--- src/hw/pmc_pkg.sv ---
// package for the port pin mode control block
`default_nettype none
package pmc_pkg;
    // ==========================================================
    // geometry
    localparam int NPORT = 4; // ports 1..4 at index 0..3
    localparam int PW = 8; // pins per port
    localparam int NPIN = 32; // all pins, index = port * 8 + bit
    // ==========================================================
    // special function register addresses, index 0 is port 1
    localparam logic [3:0][7:0] LAT_ADDR = {8'hC0, 8'hB0, 8'hA0, 8'h90};
    localparam logic [3:0][7:0] MODE_A_ADDR = {8'hBE, 8'hC6, 8'hC4, 8'hC2};
    localparam logic [3:0][7:0] MODE_B_ADDR = {8'hBF, 8'hC7, 8'hC5, 8'hC3};
    localparam logic [7:0] RDATA_UNMAPPED = 8'h00;
    // ==========================================================
    // pin modes, code is {mode_select_bit_a, mode_select_bit_b}
    localparam logic [1:0] MODE_QUASI = 2'h0;
    localparam logic [1:0] MODE_PUSH = 2'h1;
    localparam logic [1:0] MODE_INPUT = 2'h2;
    localparam logic [1:0] MODE_OPEN = 2'h3;
    // ==========================================================
    // reset values
    localparam logic [7:0] LATCH_RESET = 8'hFF;
    localparam logic [7:0] MODE_A_QUASI_RST = 8'h00;
    localparam logic [7:0] MODE_A_TRI_RST = 8'hFF;
    localparam logic [7:0] MODE_B_RST = 8'h00;
    localparam int ANALOG_PORT = 1; // port 2
    localparam logic [7:0] ANALOG_MASK = 8'hF0; // bits 4..7 of port 2
    // ==========================================================
    // power-down wake pins: port 3 bits 2, 3, 6 and port 4 bits 0, 1
    localparam logic [31:0] WAKE_PIN_MASK = 32'h034C_0000;
    localparam logic [31:0] BUF_ALL_ON = 32'hFFFF_FFFF;
    // ==========================================================
    // timing: strong pull-up length in core clocks
    localparam logic [1:0] STRONG_PU_CYCLES = 2'h2;
    localparam logic [1:0] CNT_ZERO = 2'h0;
    localparam logic [1:0] CNT_ONE = 2'h1;
    // ==========================================================
    // carriers
    typedef struct packed {
        logic wr; // write strobe
        logic rd; // read strobe
        logic rmw; // read for read-modify-write
        logic [7:0] addr; // register address
        logic [7:0] wdata; // write data
    } pmc_sfr_req_s;
    typedef struct packed {
        logic [31:0] pull_dn; // strong pull-down
        logic [31:0] pu_vweak; // very weak pull-up
        logic [31:0] pu_weak; // weak pull-up
        logic [31:0] pu_strong; // strong pull-up
    } pmc_drive_s;
endpackage : pmc_pkg
`default_nettype wire

--- src/hw/pmc_port_ctrl.sv ---
// per-pin output mode control for four byte-wide ports
// ==========================================================
// Behaviour
// - two mode bits pick each pin's mode
// - fuse enabled: every pin input-only after reset
// - fuse off: quasi mode, analog pins input-only
// - power-down disables inputs except wake pins
// - port 1 wake inputs stay alive
// - quasi: very weak pull-up follows latch one
// - quasi: weak pull-up needs latch and pin high
// - quasi: rising latch gives two-clock strong pull-up
// - quasi: latch zero pulls down, no pull-ups
// - input-only: no pulls at all
// - open-drain: pull-down only on latch zero
// - push-pull: strong pull-up on latch one
// - plain reads see pins, rmw sees latch
// - alternate functions ANDed with latch bit
`default_nettype none
module pmc_port_ctrl (
    // clock and reset
    input wire logic core_clk_i,
    input wire logic resetn_i,
    // register access from the core
    input wire pmc_pkg::pmc_sfr_req_s sfr_req_i,
    output logic [7:0] sfr_rdata_o,
    // system state
    input wire logic tristate_fuse_i,
    input wire logic power_down_i,
    input wire logic [7:0] wake_input_en_i,
    // pins
    input wire logic [31:0] pin_i,
    output pmc_pkg::pmc_drive_s drive_o,
    output logic [31:0] in_buf_en_o,
    // alternate functions
    input wire logic [31:0] alt_out_i,
    output logic [31:0] alt_out_o,
    output logic [31:0] alt_in_o
);
    // ==========================================================
    // storage
    logic [3:0][7:0] lat_q; // output latches
    logic [3:0][7:0] mode_a_q; // mode_select_bit_a per pin
    logic [3:0][7:0] mode_b_q; // mode_select_bit_b per pin
    logic [31:0] lat_flat; // latches as one vector
    logic [31:0] mode_a_flat; // bit a as one vector
    logic [31:0] mode_b_flat; // bit b as one vector
    logic [31:0] pin_meta_q; // first synchroniser stage
    logic [31:0] pin_sync_q; // second synchroniser stage
    logic [31:0] pin_seen; // sensed level behind input buffer
    logic [31:0] wake_keep; // buffers kept alive in power-down
    logic [7:0] rdata_d; // read mux
    logic [7:0] rdata_q; // read data register

    assign lat_flat = lat_q;
    assign mode_a_flat = mode_a_q;
    assign mode_b_flat = mode_b_q;

    // ==========================================================
    // pin synchroniser
    // two-flop sampling
    always_ff @(posedge core_clk_i)
    begin
        pin_meta_q <= pin_i;
        pin_sync_q <= pin_meta_q;
    end

    // ==========================================================
    // input buffers
    // wake pins survive power-down
    // enabled port 1 wake inputs survive too
    // a floating wake input burns current; software must disable it
    assign wake_keep = pmc_pkg::WAKE_PIN_MASK | {24'h00_0000, wake_input_en_i};
    assign in_buf_en_o = power_down_i ? wake_keep : pmc_pkg::BUF_ALL_ON;
    // a disabled buffer reads as zero
    assign pin_seen = pin_sync_q & in_buf_en_o;

    // ==========================================================
    // per-port registers
    for (genvar p = 0; p < pmc_pkg::NPORT; p++)
    begin : g_port
        // latch write
        always_ff @(posedge core_clk_i)
        begin
            if (!resetn_i)
            begin
                lat_q[p] <= pmc_pkg::LATCH_RESET;
            end
            else if (sfr_req_i.wr && sfr_req_i.addr == pmc_pkg::LAT_ADDR[p])
            begin
                lat_q[p] <= sfr_req_i.wdata;
            end
        end
        // mode bit a: fuse picks the default, analog pins forced input
        always_ff @(posedge core_clk_i)
        begin
            if (!resetn_i)
            begin
                if (tristate_fuse_i)
                begin
                    mode_a_q[p] <= pmc_pkg::MODE_A_TRI_RST;
                end
                else if (p == pmc_pkg::ANALOG_PORT)
                begin
                    mode_a_q[p] <= pmc_pkg::ANALOG_MASK;
                end
                else
                begin
                    mode_a_q[p] <= pmc_pkg::MODE_A_QUASI_RST;
                end
            end
            else if (sfr_req_i.wr && sfr_req_i.addr == pmc_pkg::MODE_A_ADDR[p])
            begin
                mode_a_q[p] <= sfr_req_i.wdata;
            end
        end
        // mode bit b resets to zero in both defaults
        always_ff @(posedge core_clk_i)
        begin
            if (!resetn_i)
            begin
                mode_b_q[p] <= pmc_pkg::MODE_B_RST;
            end
            else if (sfr_req_i.wr && sfr_req_i.addr == pmc_pkg::MODE_B_ADDR[p])
            begin
                mode_b_q[p] <= sfr_req_i.wdata;
            end
        end
    end

    // ==========================================================
    // read path
    // plain read sees pins, rmw sees latch
    always_comb
    begin
        rdata_d = pmc_pkg::RDATA_UNMAPPED;
        for (int p = 0; p < pmc_pkg::NPORT; p++)
        begin
            if (sfr_req_i.addr == pmc_pkg::LAT_ADDR[p])
            begin
                rdata_d = sfr_req_i.rmw ? lat_q[p] : pin_seen[p * pmc_pkg::PW +: pmc_pkg::PW];
            end
            else if (sfr_req_i.addr == pmc_pkg::MODE_A_ADDR[p])
            begin
                rdata_d = mode_a_q[p];
            end
            else if (sfr_req_i.addr == pmc_pkg::MODE_B_ADDR[p])
            begin
                rdata_d = mode_b_q[p];
            end
        end
    end

    // read data holds until the next read
    always_ff @(posedge core_clk_i)
    begin
        if (!resetn_i)
        begin
            rdata_q <= pmc_pkg::RDATA_UNMAPPED;
        end
        else if (sfr_req_i.rd)
        begin
            rdata_q <= rdata_d;
        end
    end
    assign sfr_rdata_o = rdata_q;

    // ==========================================================
    // alternate functions
    // latch zero forces function to zero
    assign alt_out_o = alt_out_i & lat_flat;
    assign alt_in_o = pin_seen & lat_flat;

    // ==========================================================
    // per-pin drivers
    for (genvar i = 0; i < pmc_pkg::NPIN; i++)
    begin : g_pin
        logic [1:0] mode; // decoded mode code
        logic quasi; // quasi-bidirectional
        logic push; // push-pull
        logic inp; // input-only
        logic open; // open-drain
        logic lat_prev_q; // latch one cycle ago
        logic rise; // latch went 0 to 1 this cycle
        logic [1:0] cnt_q; // strong pull-up cycles left after the rise cycle, this one included

        assign mode = {mode_a_flat[i], mode_b_flat[i]};
        assign quasi = mode == pmc_pkg::MODE_QUASI;
        assign push = mode == pmc_pkg::MODE_PUSH;
        assign inp = mode == pmc_pkg::MODE_INPUT;
        assign open = mode == pmc_pkg::MODE_OPEN;
        assign rise = lat_flat[i] && !lat_prev_q;

        // previous latch value for edge detect
        always_ff @(posedge core_clk_i)
        begin
            if (!resetn_i)
            begin
                lat_prev_q <= pmc_pkg::LATCH_RESET[i % pmc_pkg::PW];
            end
            else
            begin
                lat_prev_q <= lat_flat[i];
            end
        end

        always_ff @(posedge core_clk_i)
        begin
            if (!resetn_i)
            begin
                cnt_q <= pmc_pkg::CNT_ZERO;
            end
            else if (quasi && rise)
            begin
                cnt_q <= pmc_pkg::STRONG_PU_CYCLES - pmc_pkg::CNT_ONE;
            end
            else if (cnt_q != pmc_pkg::CNT_ZERO)
            begin
                cnt_q <= cnt_q - pmc_pkg::CNT_ONE;
            end
        end

        // pull-down on latch zero unless input-only
        assign drive_o.pull_dn[i] = !lat_flat[i] && !inp;
        assign drive_o.pu_vweak[i] = quasi && lat_flat[i];
        // weak pull-up drops when pin pulled low
        assign drive_o.pu_weak[i] = quasi && lat_flat[i] && pin_sync_q[i];
        // strong pull-up: pulse in quasi, level in push-pull
        assign drive_o.pu_strong[i] = lat_flat[i]
            && (push || (quasi && (rise || cnt_q != pmc_pkg::CNT_ZERO)));

    end
endmodule : pmc_port_ctrl
`default_nettype wire

--- config.mk ---
export PLATFORM = sky130hd
export DESIGN_NAME = pmc_port_ctrl
export DESIGN_NICKNAME = d
export VERILOG_FILES = /design/src/hw/pmc_pkg.sv /design/src/hw/pmc_port_ctrl.sv
export SDC_FILE = /design/constraint.sdc
export NUM_CORES = 1
export LEC_CHECK = 0
export ABC_AREA = 1
export BUFFER_PORTS_ARGS = -buffer_cell sky130_fd_sc_hd__buf_2
export CAP_MARGIN = 5
export CORE_MARGIN = 2
export CORE_UTILIZATION = 25
export DETAILED_ROUTE_END_ITERATION = 16
export SLEW_MARGIN = 10
export SYNTH_ARGS = -nofsm -noshare
export SYNTH_HDL_FRONTEND = slang
export SYNTH_SLANG_ARGS = --single-unit
export TNS_END_PERCENT = 20
--- constraint.sdc ---
create_clock -name core_clk_i -period 3.2 [get_ports core_clk_i]
set_input_delay 0.64 -clock core_clk_i [delete_from_list [all_inputs] [get_ports core_clk_i]]
set_output_delay 0.64 -clock core_clk_i [all_outputs]
set_load 0.02 [all_outputs]
Word level (Yosys, flattened, before mapping)
Index checks and enable logic that the tools add are counted.
{"block": "word_totals", "in_bits": 95, "word_cells": 842, "reg_bits": 264, "out_inout_bits": 232}
{"block": "classes", "n_mux": 91, "n_bitwise": 4, "n_eq_ne": 80, "n_addsub": 32, "n_reduce_logical": 524}
{"cell": "logical AND 1 bit", "n": 236}
{"cell": "2-to-1 mux 8 bit", "n": 25}
{"cell": "nonzero test 2 bit", "n": 64}
{"cell": "AND 32 bit", "n": 3}
{"cell": "equality test 8 bit, second input constant", "n": 12}
{"cell": "logical NOT 1 bit", "n": 96}
{"cell": "equality test 2 x 1 -> 1 bit, second input constant", "n": 32}
{"cell": "equality test 2 bit, second input constant", "n": 32}
{"cell": "logical NOT 2 bit", "n": 32}
{"cell": "logical OR 1 bit", "n": 64}
{"cell": "2-to-1 mux 1 bit", "n": 64}
{"cell": "OR reduction 2 bit", "n": 32}
{"cell": "subtractor 2 x 1 -> 2 bit, second input constant", "n": 32}
{"cell": "2-to-1 mux 32 bit", "n": 1}
{"cell": "!= test 2 x 1 -> 1 bit, second input constant", "n": 4}
{"cell": "2-to-1 mux 4 bit", "n": 1}
{"cell": "NOT 1 bit", "n": 1}

Logic depth before layout (Yosys ltp)
{"block": "logic_depth", "depth_word": 13, "ltp_mapped": 13, "depth_no_buf": 12}

Worst setup path before layout
No wires, ideal clock.
{"block": "synth_path", "path_type": "input port to output port", "startpoint": "input port power_down_i", "endpoint": "output port alt_in_o[26]", "path_buffers": 3, "arrival_time_ns": 1.819, "required_time_ns": 2.560, "path_slack_ns": 0.741, "path_stages": 6, "cell_sequence": "clkbuf_2 -> buf_2 -> inv_1 -> buf_2 -> nand2_1 -> nor2_1"}
{"block": "synth_between", "elab_chain_len": 3}
{"element": "from (decl)", "line": "pmc_port_ctrl.sv:28", "source": "input wire logic power_down_i,"}
{"element": "2-to-1 mux 32 bit", "line": "pmc_port_ctrl.sv:73", "source": "assign in_buf_en_o = power_down_i ? wake_keep : pmc_pkg::BUF_ALL_ON;"}
{"element": "AND 32 bit", "line": "pmc_port_ctrl.sv:75", "source": "assign pin_seen = pin_sync_q & in_buf_en_o;"}
{"element": "AND 32 bit", "line": "pmc_port_ctrl.sv:171", "source": "assign alt_in_o = pin_seen & lat_flat;"}
{"element": "to (decl)", "line": "pmc_port_ctrl.sv:37", "source": "output logic [31:0] alt_in_o"}
Every way passes these cells.

==> flow_metrics.py <==
metrics = {
    "outcome": {
        "status": "finished clean",
    },
    "sta": {
        "fin_crit_ns": 2.63,
        "tightest_slew_ns": 1.32,
        "slew_violations": 0,
        "relSlewSlack": 0.112,
        "tns_ns": 0,
        "max_freq_mhz": 381,
        "setup_violations": 0,
        "fin_worst_skew_ns": 0.00866,
        "finalCritPeriodShare": 0.821,
        "final_hold_viol_count": 0,
        "rsz0062_at_grt": "false",
    },
    "logic_synthesis": {
        "synth_fa_ha_area_frac": 0.0328,
        "yosysMostFrequentCell": "inv_1",
        "synth_compound_area_frac": 0.145,
        "synth_cell_types": 35,
        "synth_top_family_by_area": "simple AND/OR/NAND/NOR gates",
        "synth_cells": 1607,
        "synth-xor-area-share": 0.0230,
        "avgSynthCellArea_sq_um": 7.60,
        "synthTopCellsByCount": "inv_1, nand2_1, dfxtp_1",
        "ys_seq_area_frac": 0.459,
        "synthMuxAreaShare": 0,
        "synth_top_area_share": 0.380,
        "yosysTopAreaCell": "dfxtp_1",
        "synth_area_leaders": "dfxtp_1, inv_1, nand2_1",
        "synth_area_sq_um": 12200,
        "async_reset_ff_frac": 0,
        "synthFlopType": "dfxtp_1",
        "synth_warnings": 0,
        "synth_edf_count": 32,
        "synthSimpleGateAreaFrac": 0.208,
        "synth-seq-cells": 264,
    },
    "grt": {
        "antenna_found_initial": 5,
        "grt_overflow": 0,
        "grt_start_max_net_pins": 119,
        "globalRouteTotalUtil": 0.188,
        "grt_pass1_wl_um": 70400,
        "first_global_vias": 11400,
    },
    "clock_network": {
        "clock_latency_ns": 0.53,
        "cts_max_path_buffers": 3,
        "cts_resized": 0,
        "cts_buffers": 34,
        "root_buffer": "clkbuf_16",
        "hold_buffers": 0,
        "h-tree-depth": 2,
        "cts.sinks": 264,
        "postCtsSetupBuffers": 0,
        "cts_tree": "built",
        "clk_pin_slew_ns": 0.06,
    },
    "setup_path": {
        "start_kind": "register",
        "reg2reg_setup_slack_ns": 1.61,
        "worstReg2RegStart": "lat_flat[5]",
        "cp.required_ns": 2.56,
        "critPathMaxFanout": 7,
        "cp-end-kind": "output pin",
        "r2r-end": "sfr_rdata_o[5]",
        "arrival_ns": 1.99,
        "crit_type": "reg -> out",
        "reg2reg_depth": 10,
    },
    "finish": {
        "n_fill_cell": 5092,
        "seq_area_sq_um": 5610,
        "multi_input_area_sq_um": 5010,
        "final_nets": 2047,
        "area_growth_pct": 27.8,
        "layout-drive-gt1-share": 0.214,
    },
    "floorplanning": {
        "dieArea_sq_um": 50600,
        "die_y_um": 225,
        "io-pin-count": 327,
        "core.rowCount": 80,
        "core_area_sq_um": 47900,
        "start_util": 0.255,
        "die_w_um": 225,
    },
    "route": {
        "wire_per_inst_um": 18.8,
        "drtPass1Iterations": 5,
        "num_vias": 11800,
        "via_per_inst": 4.61,
        "drc": 0,
        "drt-initial-drc-count": 969,
        "wl_um": 48200,
        "ant_nets": 0,
    },
    "hold_path": {
        "holdPathEnd": "pin_meta_q[6]",
        "hold_start": "pin_i[6]",
        "hold_path_class": "in -> reg",
        "hold_path_depth": 1,
    },
    "place": {
        "post-dp-hpwl_um": 37000,
        "io_buffers": 321,
        "routabilityCongestion": 0.915,
    },
    "power": {
        "p_total_w": 0.0111,
        "leakage_nw": 7.93,
        "powerDensity_nw_per_um2": 712,
        "vdd_drop_max_uv": 352,
    },
    "job": {
        "drv_cap": 0,
    },
}
## routing by layer
metal	up-vias	part of all wire	track usage
met4	4	0.039	0.0816
li1	5755	-	-
met5	-	0.00050	0
met1	5556	0.44	0.243
met2	420	0.45	0.301
met3	95	0.071	0.0396
## flip-flops by register name, summed over array words and instances, names as in the netlist
name	flops
sfr_rdata_o	8
g_pin.mode	64
g_pin.lat_prev_q	32
lat_flat	32
pin_sync_q	32
pin_meta_q	32
g_pin.cnt_q	64
## metrics by stage
| stage | cell area [sq um] | setup WS [ns] | instances | utilization | hold slack (ns) |
|---|---|---|---|---|---|
| 3_3_place_gp | 14400 | 0.763 | 2499 | 0.300 | 0.310 |
| 2_1_floorplan | 12200 | 0.741 | 1611 | - | 0.310 |
| 4_1_cts | 15600 | 0.582 | 2561 | 0.325 | 0.166 |
| 6_report | 15600 | 0.572 | 2564 | 0.325 | 0.204 |
| 3_5_place_dp | 14400 | 0.763 | 2499 | 0.300 | 0.312 |
| 5_1_grt | 15600 | 0.514 | 2562 | 0.325 | 0.178 |
## power breakdown
group	total (W)	leakage (nW)	internal (W)	switching, W
clock network	0.00407	0.588	0.00256	0.00151
logic	0.00296	5.11	0.00116	0.00179
registers	0.00407	2.22	0.00380	0.000271
total	0.0111	7.93	0.00753	0.00358
## placed cells by master, fill, tap and decap left out, types with 2 or more instances in the layout
| cell type | netlist | layout |
|---|---|---|
| nand2_1 | 281 | 281 |
| nor2_2 | 6 | 6 |
| clkbuf_16 | 0 | 38 |
| xnor2_1 | 10 | 10 |
| buf_12 | 0 | 2 |
| a211oi_1 | 8 | 8 |
| o211ai_1 | 46 | 46 |
| inv_1 | 327 | 326 |
| clkbuf_8 | 0 | 7 |
| xor2_1 | 22 | 22 |
| edfxtp_1 | 32 | 32 |
| nand2_2 | 4 | 4 |
| ha_1 | 32 | 32 |
| dfxtp_1 | 232 | 232 |
| o21ai_0 | 67 | 67 |
| nor2_4 | 6 | 6 |
| nand3_2 | 2 | 2 |
| nor3_1 | 37 | 37 |
| nor2_1 | 179 | 179 |
| nand4_1 | 19 | 19 |
| clkinv_2 | 0 | 4 |
| o2111a_1 | 21 | 21 |
| buf_4 | 25 | 17 |
| a31oi_1 | 10 | 10 |
| a21oi_1 | 105 | 105 |
| bufinv_16 | 0 | 3 |
| buf_2 | 14 | 320 |
| o311ai_0 | 21 | 21 |
| inv_2 | 4 | 5 |
| clkinv_1 | 1 | 2 |
| nand3_1 | 46 | 46 |
| conb_1 | 1 | 5 |
| and3_1 | 18 | 18 |
| clkbuf_1 | 24 | 8 |
| diode_2 | 0 | 3 |
## final cells by class
cell class,count,share of cell area
diodes,3,0.000481
clock buffers,53,0.0690
clock inverters,9,0.00778
inverters,332,0.0799
multi-input cells,949,0.321
flip-flops and latches,264,0.359
well taps,615,0.0493
repair buffers,339,0.113
## kinds of logic (layout without fill, tap and decap cells)
family | Yosys count | after routing
simple gates | 599 | 599
xor+xnor | 32 | 32
other cells | 1 | 8
flops | 264 | 264
buf+inv | 398 | 733
compound gates | 281 | 281
fa+ha+maj | 32 | 32
## worst max-delay path by stage
stage	start	endpoint	cells past startpoint
detailed placement	sfr_req_i[14]	g_pin[30].mode[1]	7
floorplan	power_down_i	alt_in_o[26]	6
global route	lat_flat[4]	drive_o[4]	7
finish	lat_flat[16]	drive_o[16]	7
CTS	lat_flat[9]	drive_o[9]	5
global placement	sfr_req_i[15]	g_pin[27].mode[1]	8
## critical path, cell delays in order (launching register included)
cell	delay, ns
dfxtp_1	0.45
inv_1	0.22
nor2_1	0.14
inv_1	0.06
a31oi_1	0.27
nand2_1	0.09
inv_1	0.06
buf_2	0.16
No activity file was read; power rests on OpenSTA's default activity.
